[config.mk]
export PLATFORM = sky130hd
export DESIGN_NAME = rsf_fuse_ctrl
export DESIGN_NICKNAME = d
export VERILOG_FILES = /design/src/rsf_axil_slave.v /design/src/rsf_fuse_ctrl.v /design/src/rsf_startup_delay.v
export VERILOG_INCLUDE_DIRS = /design/src /design/src/src
export SDC_FILE = /design/constraint.sdc
export NUM_CORES = 1
export LEC_CHECK = 0
export BUFFER_PORTS_ARGS = -buffer_cell sky130_fd_sc_hd__buf_2
export CAP_MARGIN = 5
export CORE_ASPECT_RATIO = 2
export CORE_MARGIN = 5
export CORE_UTILIZATION = 55
export CTS_CLUSTER_SIZE = 14
export DETAILED_ROUTE_END_ITERATION = 6
export GPL_ROUTABILITY_DRIVEN = 0
export GPL_TIMING_DRIVEN = 0
export PLACE_DENSITY_LB_ADDON = 0.3
export SLEW_MARGIN = 5
export SYNTH_ARGS = -nofsm -noshare
export SYNTH_HDL_FRONTEND = slang
export SYNTH_SLANG_ARGS = --single-unit
[constraint.sdc]
create_clock -name I_CLOCK -period 6.4 [get_ports I_CLOCK]
set_clock_uncertainty 0.2 [all_clocks]
set_input_delay 0 -clock I_CLOCK [delete_from_list [all_inputs] [get_ports I_CLOCK]]
set_output_delay 0 -clock I_CLOCK [all_outputs]
set_load 0.1 [all_outputs]
[src/rsf_regs.vh]
`ifndef RSF_REGS_VH
`define RSF_REGS_VH
// Register byte offsets.
`define RSF_OFS_RSTFUSE     8'h04
`define RSF_OFS_BODFUSE     8'h08
`define RSF_OFS_WDTCTRL     8'h0C
`define RSF_OFS_STATUS      8'h10
// Erased fuse byte and other reset values.
`define RSF_FUSE_ERASED     8'hFF
`define RSF_WDT_PER_RST     4'h0
// Fuse field positions.
`define RSF_BIT_WDT_LOCK    1
`define RSF_BIT_SU_LSB      2
`define RSF_BIT_SU_MSB      3
`define RSF_BIT_EXT_DIS     4
`define RSF_BIT_BOD_LSB     0
`define RSF_BIT_BOD_MSB     1
// Brown-out sleep codes.
`define RSF_BOD_RSVD        2'h0
`define RSF_BOD_SAMPLED     2'h1
`define RSF_BOD_CONT        2'h2
`define RSF_BOD_OFF         2'h3
// Start-up codes and their delays in oscillator cycles.
`define RSF_SU_64           2'h0
`define RSF_SU_4            2'h1
`define RSF_SU_RSVD         2'h2
`define RSF_SU_0            2'h3
`define RSF_DLY_64          7'h40
`define RSF_DLY_4           7'h04
`define RSF_DLY_0           7'h00
// Bus responses.
`define RSF_RESP_OKAY       2'h0
`define RSF_RESP_SLVERR     2'h2
`endif

[src/rsf_axil_slave.v]
`timescale 1ns/100ps
`include "rsf_regs.vh"

module rsf_axil_slave #(
   parameter AW = 8
) (
   // Clock and reset.
   input  wire          clk,
   input  wire          rst_b,
   // Write address and data channels.
   input  wire [AW-1:0] i_awaddr,
   input  wire          i_awvalid,
   output reg           o_awready,
   input  wire [31:0]   i_wdata,
   input  wire [3:0]    i_wstrb,
   input  wire          i_wvalid,
   output reg           o_wready,
   // Write response channel.
   output reg  [1:0]    o_bresp,
   output reg           o_bvalid,
   input  wire          i_bready,
   // Read channels.
   input  wire [AW-1:0] i_araddr,
   input  wire          i_arvalid,
   output reg           o_arready,
   output reg  [31:0]   o_rdata,
   output reg  [1:0]    o_rresp,
   output reg           o_rvalid,
   input  wire          i_rready,
   // Register file side.
   output wire          o_wr_en,
   output reg  [AW-1:0] o_wr_addr,
   output reg  [31:0]   o_wr_data,
   output reg  [3:0]    o_wr_strb,
   input  wire          i_wr_err,
   output wire [AW-1:0] o_rd_addr,
   input  wire [31:0]   i_rd_data,
   input  wire          i_rd_err
);
   // A ready low means that channel's item is held here.
   assign o_wr_en   = ~o_awready & ~o_wready & ~o_bvalid;
   assign o_rd_addr = i_araddr;

   // Address and data may come in either order; response follows both.
   always @(posedge clk) begin
      if (!rst_b) begin
         o_awready <= 1'b1;
         o_wready  <= 1'b1;
         o_bvalid  <= 1'b0;
         o_bresp   <= `RSF_RESP_OKAY;
         o_wr_addr <= {AW{1'b0}};
         o_wr_data <= 32'h00000000;
         o_wr_strb <= 4'h0;
      end else begin
         if (i_awvalid && o_awready) begin
            o_awready <= 1'b0;
            o_wr_addr <= i_awaddr;
         end
         if (i_wvalid && o_wready) begin
            o_wready  <= 1'b0;
            o_wr_data <= i_wdata;
            o_wr_strb <= i_wstrb;
         end
         if (o_wr_en) begin
            o_bvalid <= 1'b1;
            o_bresp  <= i_wr_err ? `RSF_RESP_SLVERR : `RSF_RESP_OKAY;
         end
         if (o_bvalid && i_bready) begin
            o_bvalid  <= 1'b0;
            o_awready <= 1'b1;
            o_wready  <= 1'b1;
         end
      end
   end

   // Read data is captured at the address handshake.
   always @(posedge clk) begin
      if (!rst_b) begin
         o_arready <= 1'b1;
         o_rvalid  <= 1'b0;
         o_rdata   <= 32'h00000000;
         o_rresp   <= `RSF_RESP_OKAY;
      end else if (i_arvalid && o_arready) begin
         o_arready <= 1'b0;
         o_rvalid  <= 1'b1;
         o_rdata   <= i_rd_data;
         o_rresp   <= i_rd_err ? `RSF_RESP_SLVERR : `RSF_RESP_OKAY;
      end else if (o_rvalid && i_rready) begin
         o_rvalid  <= 1'b0;
         o_arready <= 1'b1;
      end
   end
endmodule // rsf_axil_slave

[src/rsf_fuse_ctrl.v]
// Behaviour
// - Brown-out sleep code 01 is sampled, 10 continuous, 11 off, 00 reserved.
// - The brown-out sleep code governs every sleep mode except idle.
// - A programmed reset-pin-disable fuse stops the pin from causing reset.
// - A changed reset-pin-disable fuse reads back new only after a reset.
// - Internal reset is held by a counter after all sources release.
// - That counter runs on the 1 kHz low-power oscillator, not the clock.
// - Start-up code 00 gives 64 ticks, 01 gives 4, 11 gives 0, 10 reserved.
// - A changed start-up field reads back new only after a reset.
// - A programmed watchdog lock rejects all watchdog configuration writes.
// - With the lock, watchdog enable is set at reset and cannot be cleared.
`timescale 1ns/100ps
`include "rsf_regs.vh"

module rsf_fuse_ctrl (
   // Clock and reset.
   input  wire        I_CLOCK,
   input  wire        I_RST_B,
   // AXI4-Lite write address and data.
   input  wire [7:0]  I_AWADDR,
   input  wire        I_AWVALID,
   output wire        O_AWREADY,
   input  wire [31:0] I_WDATA,
   input  wire [3:0]  I_WSTRB,
   input  wire        I_WVALID,
   output wire        O_WREADY,
   // AXI4-Lite write response.
   output wire [1:0]  O_BRESP,
   output wire        O_BVALID,
   input  wire        I_BREADY,
   // AXI4-Lite read.
   input  wire [7:0]  I_ARADDR,
   input  wire        I_ARVALID,
   output wire        O_ARREADY,
   output wire [31:0] O_RDATA,
   output wire [1:0]  O_RRESP,
   output wire        O_RVALID,
   input  wire        I_RREADY,
   // Reset sources and oscillator.
   input  wire        I_EXT_RESET_B,
   input  wire        I_SYS_RST_REQ,
   input  wire        I_LP_OSC_1KHZ,
   // Sleep state and awake brown-out request.
   input  wire        I_SLEEP,
   input  wire        I_SLEEP_IDLE,
   input  wire        I_BOD_AWAKE_EN,
   // Internal reset, brown-out and watchdog controls.
   output wire        O_INT_RESET,
   output reg         O_BOD_EN,
   output reg         O_BOD_SAMPLED,
   output reg         O_WDT_ENABLE,
   output reg  [3:0]  O_WDT_PERIOD
);

   ////////////////////////////////////////////////////////////////////////
   // Declarations.

   // Offsets held at bus width so that the word index is a clean slice.
   localparam [7:0] OFS_RST  = `RSF_OFS_RSTFUSE;
   localparam [7:0] OFS_BOD  = `RSF_OFS_BODFUSE;
   localparam [7:0] OFS_WDT  = `RSF_OFS_WDTCTRL;
   localparam [7:0] OFS_STAT = `RSF_OFS_STATUS;

   wire        wr_en;
   wire [7:0]  wr_addr;
   wire [31:0] wr_data;
   wire [3:0]  wr_strb;
   wire [7:0]  rd_addr;
   reg         wr_err;
   reg         rd_err;
   reg  [31:0] rd_data;

   // Programmed fuse bytes, and the copies that act and read back.
   reg  [7:0]  rst_fuse_q;
   reg  [7:0]  bod_fuse_q;
   reg  [7:0]  rst_act_q;
   reg  [7:0]  bod_act_q;

   // Oscillator edge detection and reset sources.
   reg         lp_osc_q;
   wire        lp_tick;
   wire        ext_rst_req;
   wire        src_hold;

   // Decoded fuse meanings.
   wire        ext_dis_act;
   wire        wdt_lock_act;
   wire [1:0]  su_prog;
   wire [1:0]  bod_code;

   // Reset cause flags, cleared by writing one.
   reg         cause_ext_q;
   reg         cause_sys_q;

   // Decoded write strobes.
   wire        wr_byte0;
   wire        wr_rst;
   wire        wr_bod;
   wire        wr_wdt;
   wire        wr_stat;

   ////////////////////////////////////////////////////////////////////////
   // Bus slave.

   rsf_axil_slave #(
      .AW        (8)
   ) u_bus (
      .clk       (I_CLOCK),
      .rst_b     (I_RST_B),
      .i_awaddr  (I_AWADDR),
      .i_awvalid (I_AWVALID),
      .o_awready (O_AWREADY),
      .i_wdata   (I_WDATA),
      .i_wstrb   (I_WSTRB),
      .i_wvalid  (I_WVALID),
      .o_wready  (O_WREADY),
      .o_bresp   (O_BRESP),
      .o_bvalid  (O_BVALID),
      .i_bready  (I_BREADY),
      .i_araddr  (I_ARADDR),
      .i_arvalid (I_ARVALID),
      .o_arready (O_ARREADY),
      .o_rdata   (O_RDATA),
      .o_rresp   (O_RRESP),
      .o_rvalid  (O_RVALID),
      .i_rready  (I_RREADY),
      .o_wr_en   (wr_en),
      .o_wr_addr (wr_addr),
      .o_wr_data (wr_data),
      .o_wr_strb (wr_strb),
      .i_wr_err  (wr_err),
      .o_rd_addr (rd_addr),
      .i_rd_data (rd_data),
      .i_rd_err  (rd_err)
   );

   ////////////////////////////////////////////////////////////////////////
   // Address decode.

   // Only the word address matters; the low two bits are ignored.
   assign wr_byte0 = wr_en & wr_strb[0];
   assign wr_rst   = wr_byte0 & (wr_addr[7:2] == OFS_RST[7:2]);
   assign wr_bod   = wr_byte0 & (wr_addr[7:2] == OFS_BOD[7:2]);
   assign wr_wdt   = wr_byte0 & (wr_addr[7:2] == OFS_WDT[7:2]);
   assign wr_stat  = wr_byte0 & (wr_addr[7:2] == OFS_STAT[7:2]);

   // Unmapped writes answer with an error and change nothing.
   always @* begin
      case (wr_addr[7:2])
         OFS_RST[7:2]:  wr_err = 1'b0;
         OFS_BOD[7:2]:  wr_err = 1'b0;
         OFS_WDT[7:2]:  wr_err = 1'b0;
         OFS_STAT[7:2]: wr_err = 1'b0;
         default:               wr_err = 1'b1;
      endcase
   end

   ////////////////////////////////////////////////////////////////////////
   // Fuse storage.

   // reserved bits kept
   // Reserved bits are stored as written, so a careless write stays visible
   // in the read-back and software can catch its own mistake.
   always @(posedge I_CLOCK) begin
      if (!I_RST_B) begin
         rst_fuse_q <= `RSF_FUSE_ERASED;
         bod_fuse_q <= `RSF_FUSE_ERASED;
      end else begin
         if (wr_rst) begin
            rst_fuse_q <= wr_data[7:0];
         end
         if (wr_bod) begin
            bod_fuse_q <= wr_data[7:0];
         end
      end
   end

   // read back after reset
   // The acting copy follows the programmed bytes only while a reset
   // source is held, so a fresh value appears after the next reset.
   always @(posedge I_CLOCK) begin
      if (!I_RST_B) begin
         rst_act_q <= `RSF_FUSE_ERASED;
         bod_act_q <= `RSF_FUSE_ERASED;
      end else if (src_hold) begin
         rst_act_q <= rst_fuse_q;
         bod_act_q <= bod_fuse_q;
      end
   end

   assign ext_dis_act  = ~rst_act_q[`RSF_BIT_EXT_DIS];
   assign wdt_lock_act = ~rst_act_q[`RSF_BIT_WDT_LOCK];
   assign bod_code     = bod_act_q[`RSF_BIT_BOD_MSB:`RSF_BIT_BOD_LSB];

   // The counter loads from the programmed byte, since the acting copy is
   // refreshed on the very same edges and would lag by one cycle.
   assign su_prog = rst_fuse_q[`RSF_BIT_SU_MSB:`RSF_BIT_SU_LSB];

   ////////////////////////////////////////////////////////////////////////
   // Reset sources and start-up delay.

   assign ext_rst_req = ~I_EXT_RESET_B & ~ext_dis_act;
   assign src_hold    = ext_rst_req | I_SYS_RST_REQ;

   // oscillator edge
   // The oscillator level is synchronous here, so one flop finds the edge.
   always @(posedge I_CLOCK) begin
      if (!I_RST_B) begin
         lp_osc_q <= 1'b0;
      end else begin
         lp_osc_q <= I_LP_OSC_1KHZ;
      end
   end

   assign lp_tick = I_LP_OSC_1KHZ & ~lp_osc_q;

   rsf_startup_delay u_delay (
      .clk      (I_CLOCK),
      .rst_b    (I_RST_B),
      .i_hold   (src_hold),
      .i_tick   (lp_tick),
      .i_sel    (su_prog),
      .o_active (O_INT_RESET)
   );

   ////////////////////////////////////////////////////////////////////////
   // Reset cause flags.

   // A new cause in the cycle of a clear wins, so no reset goes unseen.
   always @(posedge I_CLOCK) begin
      if (!I_RST_B) begin
         cause_ext_q <= 1'b0;
         cause_sys_q <= 1'b0;
      end else begin
         if (ext_rst_req) begin
            cause_ext_q <= 1'b1;
         end else if (wr_stat && wr_data[0]) begin
            cause_ext_q <= 1'b0;
         end
         if (I_SYS_RST_REQ) begin
            cause_sys_q <= 1'b1;
         end else if (wr_stat && wr_data[1]) begin
            cause_sys_q <= 1'b0;
         end
      end
   end

   ////////////////////////////////////////////////////////////////////////
   // Watchdog configuration.

   // enable forced at reset
   // A locked write still answers OKAY; only the content is refused.
   always @(posedge I_CLOCK) begin
      if (!I_RST_B) begin
         O_WDT_ENABLE <= 1'b0;
         O_WDT_PERIOD <= `RSF_WDT_PER_RST;
      end else if (O_INT_RESET) begin
         O_WDT_ENABLE <= wdt_lock_act;
         O_WDT_PERIOD <= `RSF_WDT_PER_RST;
      end else if (wr_wdt && !wdt_lock_act) begin
         O_WDT_ENABLE <= wr_data[0];
         O_WDT_PERIOD <= wr_data[4:1];
      end
   end

   ////////////////////////////////////////////////////////////////////////
   // Brown-out detector control.

   // not in idle
   // The reserved code turns the detector off rather than guessing a mode.
   always @(posedge I_CLOCK) begin
      if (!I_RST_B) begin
         O_BOD_EN      <= 1'b0;
         O_BOD_SAMPLED <= 1'b0;
      end else if (I_SLEEP && !I_SLEEP_IDLE) begin
         case (bod_code)
            `RSF_BOD_SAMPLED: begin
               O_BOD_EN      <= 1'b1;
               O_BOD_SAMPLED <= 1'b1;
            end
            `RSF_BOD_CONT: begin
               O_BOD_EN      <= 1'b1;
               O_BOD_SAMPLED <= 1'b0;
            end
            default: begin
               O_BOD_EN      <= 1'b0;
               O_BOD_SAMPLED <= 1'b0;
            end
         endcase
      end else begin
         O_BOD_EN      <= I_BOD_AWAKE_EN;
         O_BOD_SAMPLED <= 1'b0;
      end
   end

   ////////////////////////////////////////////////////////////////////////
   // Read data.

   // Fuse reads return the acting copies; status shows live state.
   always @* begin
      rd_data = 32'h00000000;
      rd_err  = 1'b0;
      case (rd_addr[7:2])
         OFS_RST[7:2]: begin
            rd_data[7:0] = rst_act_q;
         end
         OFS_BOD[7:2]: begin
            rd_data[7:0] = bod_act_q;
         end
         OFS_WDT[7:2]: begin
            rd_data[0]   = O_WDT_ENABLE;
            rd_data[4:1] = O_WDT_PERIOD;
         end
         OFS_STAT[7:2]: begin
            rd_data[0]   = cause_ext_q;
            rd_data[1]   = cause_sys_q;
            rd_data[2]   = O_INT_RESET;
            rd_data[3]   = ext_dis_act;
            rd_data[4]   = wdt_lock_act;
            rd_data[6:5] = bod_code;
            rd_data[7]   = (bod_code == `RSF_BOD_RSVD);
            rd_data[9:8] = rst_act_q[`RSF_BIT_SU_MSB:`RSF_BIT_SU_LSB];
         end
         default: begin
            rd_err = 1'b1;
         end
      endcase
   end

endmodule // rsf_fuse_ctrl

[src/rsf_startup_delay.v]
`timescale 1ns/100ps
`include "rsf_regs.vh"

module rsf_startup_delay (
   // Clock and reset.
   input  wire       clk,
   input  wire       rst_b,
   // Reset sources, oscillator tick and delay code.
   input  wire       i_hold,
   input  wire       i_tick,
   input  wire [1:0] i_sel,
   // Internal reset.
   output reg        o_active
);
   localparam CNT_W = 7;

   reg [CNT_W-1:0] cnt_q;
   reg [CNT_W-1:0] load_val;

   // The reserved code takes the longest delay, the safe side.
   always @* begin
      case (i_sel)
         `RSF_SU_4: load_val = `RSF_DLY_4;
         `RSF_SU_0: load_val = `RSF_DLY_0;
         default:   load_val = `RSF_DLY_64;
      endcase
   end

   always @(posedge clk) begin
      if (!rst_b || i_hold) begin
         cnt_q    <= load_val;
         o_active <= 1'b1;
      end else if (cnt_q == 7'h00) begin
         o_active <= 1'b0;
      end else if (i_tick) begin
         cnt_q <= cnt_q - 7'h01;
      end
   end
endmodule // rsf_startup_delay

==> results of run 1 <==
==> per-layer routing <==
metal,track usage,up-vias
li1,-,1617
met1,0.232,1484
met2,0.418,100
met3,0.0401,32
met4,0.107,0
met5,0,-
==> critical path, cell delays in order, from the launching register on <==
cell and delay (ns):
dfxtp_1 0.32, buf_6 0.14, or3_1 0.39, buf_6 0.16
nor4_4 0.71, mux2i_1 0.28, nand2_1 0.07
==> cells in the final DEF, fill, tap and decap left out, drive strengths merged, types with 3 or more instances in the layout <==
master       synthesis  layout
a21boi              21      21
a22o                 6       6
a22oi                3       3
a2bb2oi              5       5
and2                 4       4
buf                 30      87
clkbuf              14      28
conb                 1      24
dfxtp               75      75
dlygate4sd3          0      48
edfxtp               7       7
ha                   4       4
inv                  6       6
mux2i               28      28
nand2               82      82
nand2b              10      10
nand3               32      32
nor2                15      15
nor2b                6       6
nor3                 5       5
nor4                 7       7
o211ai               3       3
o21ai               15      15
xnor2                5       5
xor2                 3       3
==> cell type report <==
type / count / area share
multi-input cells: 295 / 0.359
well taps: 88 / 0.0225
clock inverters: 1 / 0.00102
clock buffers: 14 / 0.0499
flip-flops and latches: 82 / 0.350
plain buffers: 44 / 0.0561
repair buffers: 105 / 0.157
inverters: 6 / 0.00461
==> flip-flops by register name, summed over array words and instances (netlist names), 4 cells and up <==
signal / cells
rst_fuse_q: 8
u_bus.o_wr_addr: 6
O_WDT_PERIOD: 4
rst_act_q: 8
bod_act_q: 8
u_delay.cnt_q: 7
bod_fuse_q: 8
u_bus.o_rdata: 10
u_bus.o_wr_data: 8
==> power by group through the flow <==
| stage | combinational [mW] | sequential [mW] | clock, mW |
|---|---|---|---|
| final | 0.237 | 0.555 | 0.441 |
| after global routing | 0.254 | 0.557 | 0.464 |
| after CTS | 0.235 | 0.555 | 0.444 |
| after detailed placement | 0.212 | 0.565 | 0 |
| after global placement | 0.209 | 0.564 | 0 |
| after floorplan | 0.146 | 0.591 | 0 |
==> through the flow <==
stage	power [mW]	setup slack, ns	area [sq um]	utilization
after detailed placement	0.777	4.03	4160	0.633
after global placement	0.773	4.07	4160	0.633
after floorplan	0.738	3.78	3760	-
final	1.23	3.99	4890	0.744
after CTS	1.23	4.01	4890	0.744
after global routing	1.27	3.87	4890	0.744
==> cells by family (layout without fill, tap and decap cells) <==
group,after synthesis,after routing,share of synthesized area
and+or+nand+nor,169,169,0.224
DFF,82,82,0.466
AOI/OAI and AO/OA,62,62,0.119
buffers and inverters,50,170,0.0807
muxes,28,28,0.0762
xor gates and xnor gates,8,8,0.0191
adders and majority gates,4,4,0.0136
other,1,24,0.00102
==> cell usage after synthesis, types with 2 or more instances <==
cell type and n:
nand2_1 82, dfxtp_1 75, nand3_1 32, mux2i_1 28, buf_4 25, a21boi_0 21
nor2_1 15, o21ai_0 15, clkbuf_1 14, nand2b_1 10, edfxtp_1 7, a22o_1 6
inv_1 6, nor2b_1 6, a2bb2oi_1 5, nor3_1 5, xnor2_1 5, and2_1 4
ha_1 4, nor4_1 4, a22oi_1 3, buf_1 3, nor4_4 3, o211ai_1 3
xor2_1 3, a21oi_1 2, buf_6 2, nand3b_1 2, nor3b_1 2, o2bb2ai_1 2
==> worst paths after layout <==
path / start / endpoint / cells past startpoint
min: I_RST_B / u_bus.o_rdata[1]$_SDFFE_PN0P_ / 4
max reg2reg: u_bus.o_awready$_SDFFE_PP1P_ / rst_fuse_q[0]$_SDFFE_PN1P_ / 6
min reg2reg: u_bus.o_rdata[6]$_SDFFE_PN0P_ / u_bus.o_rdata[6]$_SDFFE_PN0P_ / 2
max: u_bus.o_awready$_SDFFE_PP1P_ / rst_fuse_q[0]$_SDFFE_PN1P_ / 6
==> impl_metrics.csv, run 1 <==
group,metric,value,unit
global_routing,grt_pass1_vias,3268,
cts,htree_num_levels,3,
logic_synthesis,synth_flop_cell,"dfxtp_1",
logic_synthesis,netlist_instances,404,
worst_setup_path,end_kind,"flip-flop",
floorplanning,pin_count,114,
power,p_sw,0.356,mW
cts,clockBufferDepth,2,
routing,drcViolationCount,0,
logic_synthesis,synth_edf_count,7,
global_routing,grt-ovfl-total,0,
finish,fin_nets,612,
floorplanning,initial_utilization,0.560,
routing,dr.pass1.iters,4,
timing,hold_viol,0,
worst_setup_path,crit_path_max_fanout,10,
finish,instances_no_fill,635,
logic_synthesis,yosysUniqueCellTypes,40,
power,clkPwrFrac,0.358,
placement,dpl.cell_count,572,
timing,timing.fmax,0.415,GHz
routing,post_drt_wl_per_cell,14.2,um
power,switching_share,0.289,
logic_synthesis,synth-seq-cells,82,
global_routing,grt_max_degree,13,
logic_synthesis,netlist_area,0.00368,sq mm
routing,wl_met3,469,um
worst_setup_path,critical_path_class,"reg -> reg",
timing,finalSetupTns,0,ns
logic_synthesis,synth_area_leaders,"dfxtp_1, nand2_1, mux2i_1, edfxtp_1, buf_4",
status,status,"complete, no violations",
logic_synthesis,yosysTopAreaCell,"dfxtp_1",
logic_synthesis,synth-async-reset-ratio,0,
worst_setup_path,critPathRequiredTime,6.39,ns
cts,cts-resized-gates,0,
finish,drive_above_1_share,0.177,
worst_setup_path,critPathLaunchType,"flip-flop",
worst_setup_path,worstPathArrival,2.40,ns
cts,path_clk_slew,0.06,ns
finish,multi_input_area,0.00175,sq mm
power,powerDensity,252,mW/mm^2
job,maxCapViolations,0,
floorplanning,die_height,126,um
cts,ctsRootBufferMaster,"clkbuf_16",
floorplanning,design.die.area,0.00852,sq mm
power,p_comb_frac,0.192,
logic_synthesis,yosysWarnings,0,
routing,drt-total-wl,8.99,mm
logic_synthesis,seq_area_frac_synth,0.466,
routing,route.vias.total,3233,
cts,cts_tree,"built",
timing,relSlewSlack,0.415,
logic_synthesis,synth_top_area_frac,0.408,
routing,top_layer,"met4",
timing,finalCritPeriodShare,0.376,
floorplanning,row_count,42,
timing,setup_viol,0,
timing,worst_pin_slew,0.870,ns
finish,antennaDiodeCount,0,
timing,rsz0062_at_grt,"false",
routing,wl_met1,3.26,mm
hold_path,min_path_type,"in -> reg",
worst_setup_path,reg2reg_slack,3.99,ns
power,leakage,2.14,nW
floorplanning,die_x,67.8,um
cts,post_cts_buffers,0,
routing,final_antenna_net_count,0,
finish,area_delta_synth_final,32.9,%
finish,area.sequential,0.00171,sq mm
routing,wl_met2,4.85,mm
power,p_seq_frac,0.450,
floorplanning,core,0.00657,sq mm
routing,drt-initial-drc-count,119,
placement,port_buffers,57,
placement,dpl.hpwl,6.71,mm
cts,postCtsHoldBufs,48,
logic_synthesis,avgSynthCellArea,9.10,sq um
timing,holdWs,0.00619,ns
cts,cts_made_buffers,9,
timing,fin_crit,2.41,ns
power,peakVddDrop,197,uV
global_routing,grt_usage,0.226,
routing,vias_per_cell,5.09,
finish,n_fill_cell,497,
global_routing,antenna_found_initial,0,
power,internal_power,0.876,mW
timing,drv_slew,0,
cts,clk_latency,0.33,ns
cts,clock-sinks,82,
global_routing,grt_pass1_wl,14.8,mm
(Power assumes the default switching activity.)
==> run 2, diff against run 1 <==
- CORE_UTILIZATION: 55 -> 46
- clock period: 6.4 -> 2 ns (I/O delays scaled with it)
==> run 2 against run 1 <==
Via count decreased by 0.56%; cell area grew 3.4%; critical path depth unchanged; non-clock buffer count grew 2; highest routed layer unchanged; critical endpoint is now bod_fuse_q[1]$_SDFFE_PN1P_; critical path type unchanged; first-iteration DRC count decreased by 18%.
==> impl_metrics.csv, run 2 (synthesis results as in run 1) <==
group,metric,value,unit
finish,n_fill_cell,668,
finish,drive_above_1_share,0.215,
timing,setup_viol,0,
global_routing,grt_pass1_wl,14.6,mm
routing,wl_met2,5.18,mm
routing,vias_per_cell,4.98,
cts,htree_num_levels,3,
worst_setup_path,crit_path_max_fanout,8,
routing,drt-total-wl,9.16,mm
global_routing,grt_usage,0.189,
global_routing,grt-ovfl-total,0,
global_routing,grt_max_degree,13,
routing,route.vias.total,3215,
cts,clockBufferDepth,2,
status,status,"complete, no violations",
finish,area.sequential,0.00172,sq mm
cts,cts_made_buffers,9,
finish,fin_nets,614,
global_routing,grt_pass1_vias,3270,
power,p_seq_frac,0.427,
routing,wl_met1,3.31,mm
cts,path_clk_slew,0.06,ns
finish,largest_register,"u_bus.o_rdata",
placement,dp_slack,-0.384,ns
cts,ctsRootBufferMaster,"clkbuf_16",
finish,multi_input_area,0.00180,sq mm
job,maxCapViolations,0,
cts,clk_latency,0.33,ns
routing,post_drt_wl_per_cell,14.2,um
power,leakage,2.21,nW
hold_path,min_path_type,"in -> reg",
power,switching_share,0.284,
timing,timing.fmax,0.505,GHz
placement,port_buffers,57,
floorplanning,initial_utilization,0.466,
routing,drt-initial-drc-count,98,
floorplanning,die_x,73.2,um
finish,layout_common_cells,"nand2_1, dfxtp_1, buf_2, dlygate4sd3_1, nand3_1",
finish,layout_commonest_cell,"nand2_1",
worst_setup_path,reg2reg_slack,0.02,ns
worst_setup_path,critical_path_class,"reg -> reg",
finish,instances_no_fill,646,
power,p_sw,1.18,mW
timing,fin_ws,0.0217,ns
power,peakVddDrop,544,uV
routing,top_layer,"met4",
power,internal_power,2.98,mW
cts,cts_tree,"built",
global_routing,antenna_found_initial,0,
worst_setup_path,critPathLaunchType,"flip-flop",
timing,drv_slew,0,
cts,clock-sinks,82,
floorplanning,die_height,136,um
worst_setup_path,end_kind,"flip-flop",
floorplanning,row_count,46,
timing,hold_viol,0,
routing,dr.pass1.iters,4,
power,powerDensity,823,mW/mm^2
floorplanning,core,0.00789,sq mm
finish,antennaDiodeCount,0,
timing,finalCritPeriodShare,0.989,
routing,wl_met3,500,um
routing,final_antenna_net_count,0,
finish,area_delta_synth_final,37.5,%
power,clkPwrFrac,0.390,
floorplanning,pin_count,114,
timing,fin_crit,1.98,ns
timing,rsz0062_at_grt,"true",
timing,worst_pin_slew,0.587,ns
placement,dpl.hpwl,6.78,mm
floorplanning,design.die.area,0.00999,sq mm
power,p_comb_frac,0.184,
placement,dpl.cell_count,580,
finish,largest_reg_flops,10,
worst_setup_path,critPathRequiredTime,2.01,ns
routing,drcViolationCount,0,
worst_setup_path,worstPathArrival,1.98,ns
timing,relSlewSlack,0.608,
run 2: changes by cell type in the layout (fill, tap and decap cells not counted), moves of 3 or more:
cell / before / now
nor4_1: 4 / 1
clkbuf_8: 0 / 5
dfxtp_1: 75 / 71
clkbuf_1: 19 / 14
nor4_2: 0 / 3
run 2: power groups by stage:
stage          clock (mW)  combinational, mW  sequential, mW
2_1_floorplan           0              0.467            1.89
3_3_place_gp            0              0.670            1.81
3_5_place_dp            0              0.677            1.81
4_1_cts              1.64              0.753            1.77
5_1_grt              1.71              0.817            1.78
6_report             1.62              0.765            1.78
run 2: through the flow:
step / power, mW / util / instance area, sq um / setup TNS [ns] / hold slack, ns
final: 4.16 / 0.641 / 5050 / 0 / 0.00727
after global routing: 4.31 / 0.641 / 5050 / -0.254 / 0.0380
after CTS: 4.17 / 0.635 / 5000 / 0 / -0.0644
after detailed placement: 2.49 / 0.530 / 4180 / -7.47 / 0.0373
after global placement: 2.48 / 0.530 / 4180 / -6.40 / 0.0361
after floorplan: 2.36 / - / 3770 / -1.78 / -0.0762
run 2: worst max-delay path, cell delays in order, from the launching register on:
cell and delay [ns]:
dfxtp_2 0.32, or4b_4 0.53, buf_8 0.15, nor4_4 0.19
buf_12 0.18, mux2i_1 0.21, nand2_1 0.06
run 2: final cells by class:
type	count	share of cell area
Multi-Input combinational cell	295	0.356
Sequential cell	82	0.341
Timing Repair Buffer	108	0.162
Clock buffer	15	0.0589
Buffer	43	0.0537
Tap cell	96	0.0238
Inverter	6	0.00446
Clock inverter	1	0.000990
run 2: repair_timing:
action / 4_1_cts / 5_1_grt
resized for setup: 2 / 13
pin swaps: 3 / 3
endpoints found under the setup margin: 28 / 37
buffers inserted: 3 / 0
hold buffers: 47 / 1
endpoints found under the hold margin: 44 / 5
run 2: path summary, 6_finish.rpt:
check	start	to	cells after the start
max reg2reg	u_bus.o_wr_addr[5]$_SDFFE_PN0P_	bod_fuse_q[1]$_SDFFE_PN1P_	6
max	u_bus.o_wr_addr[5]$_SDFFE_PN0P_	bod_fuse_q[1]$_SDFFE_PN1P_	6
min	I_ARADDR[3]	u_bus.o_rdata[0]$_SDFFE_PN0P_	4
min reg2reg	u_bus.o_rdata[1]$_SDFFE_PN0P_	u_bus.o_rdata[1]$_SDFFE_PN0P_	2
run 2: metal layers:
layer,vias to the layer above,GRT usage
met4,0,0.0698
met3,14,0.0422
met1,1503,0.179
met2,83,0.374
li1,1615,-
met5,-,0
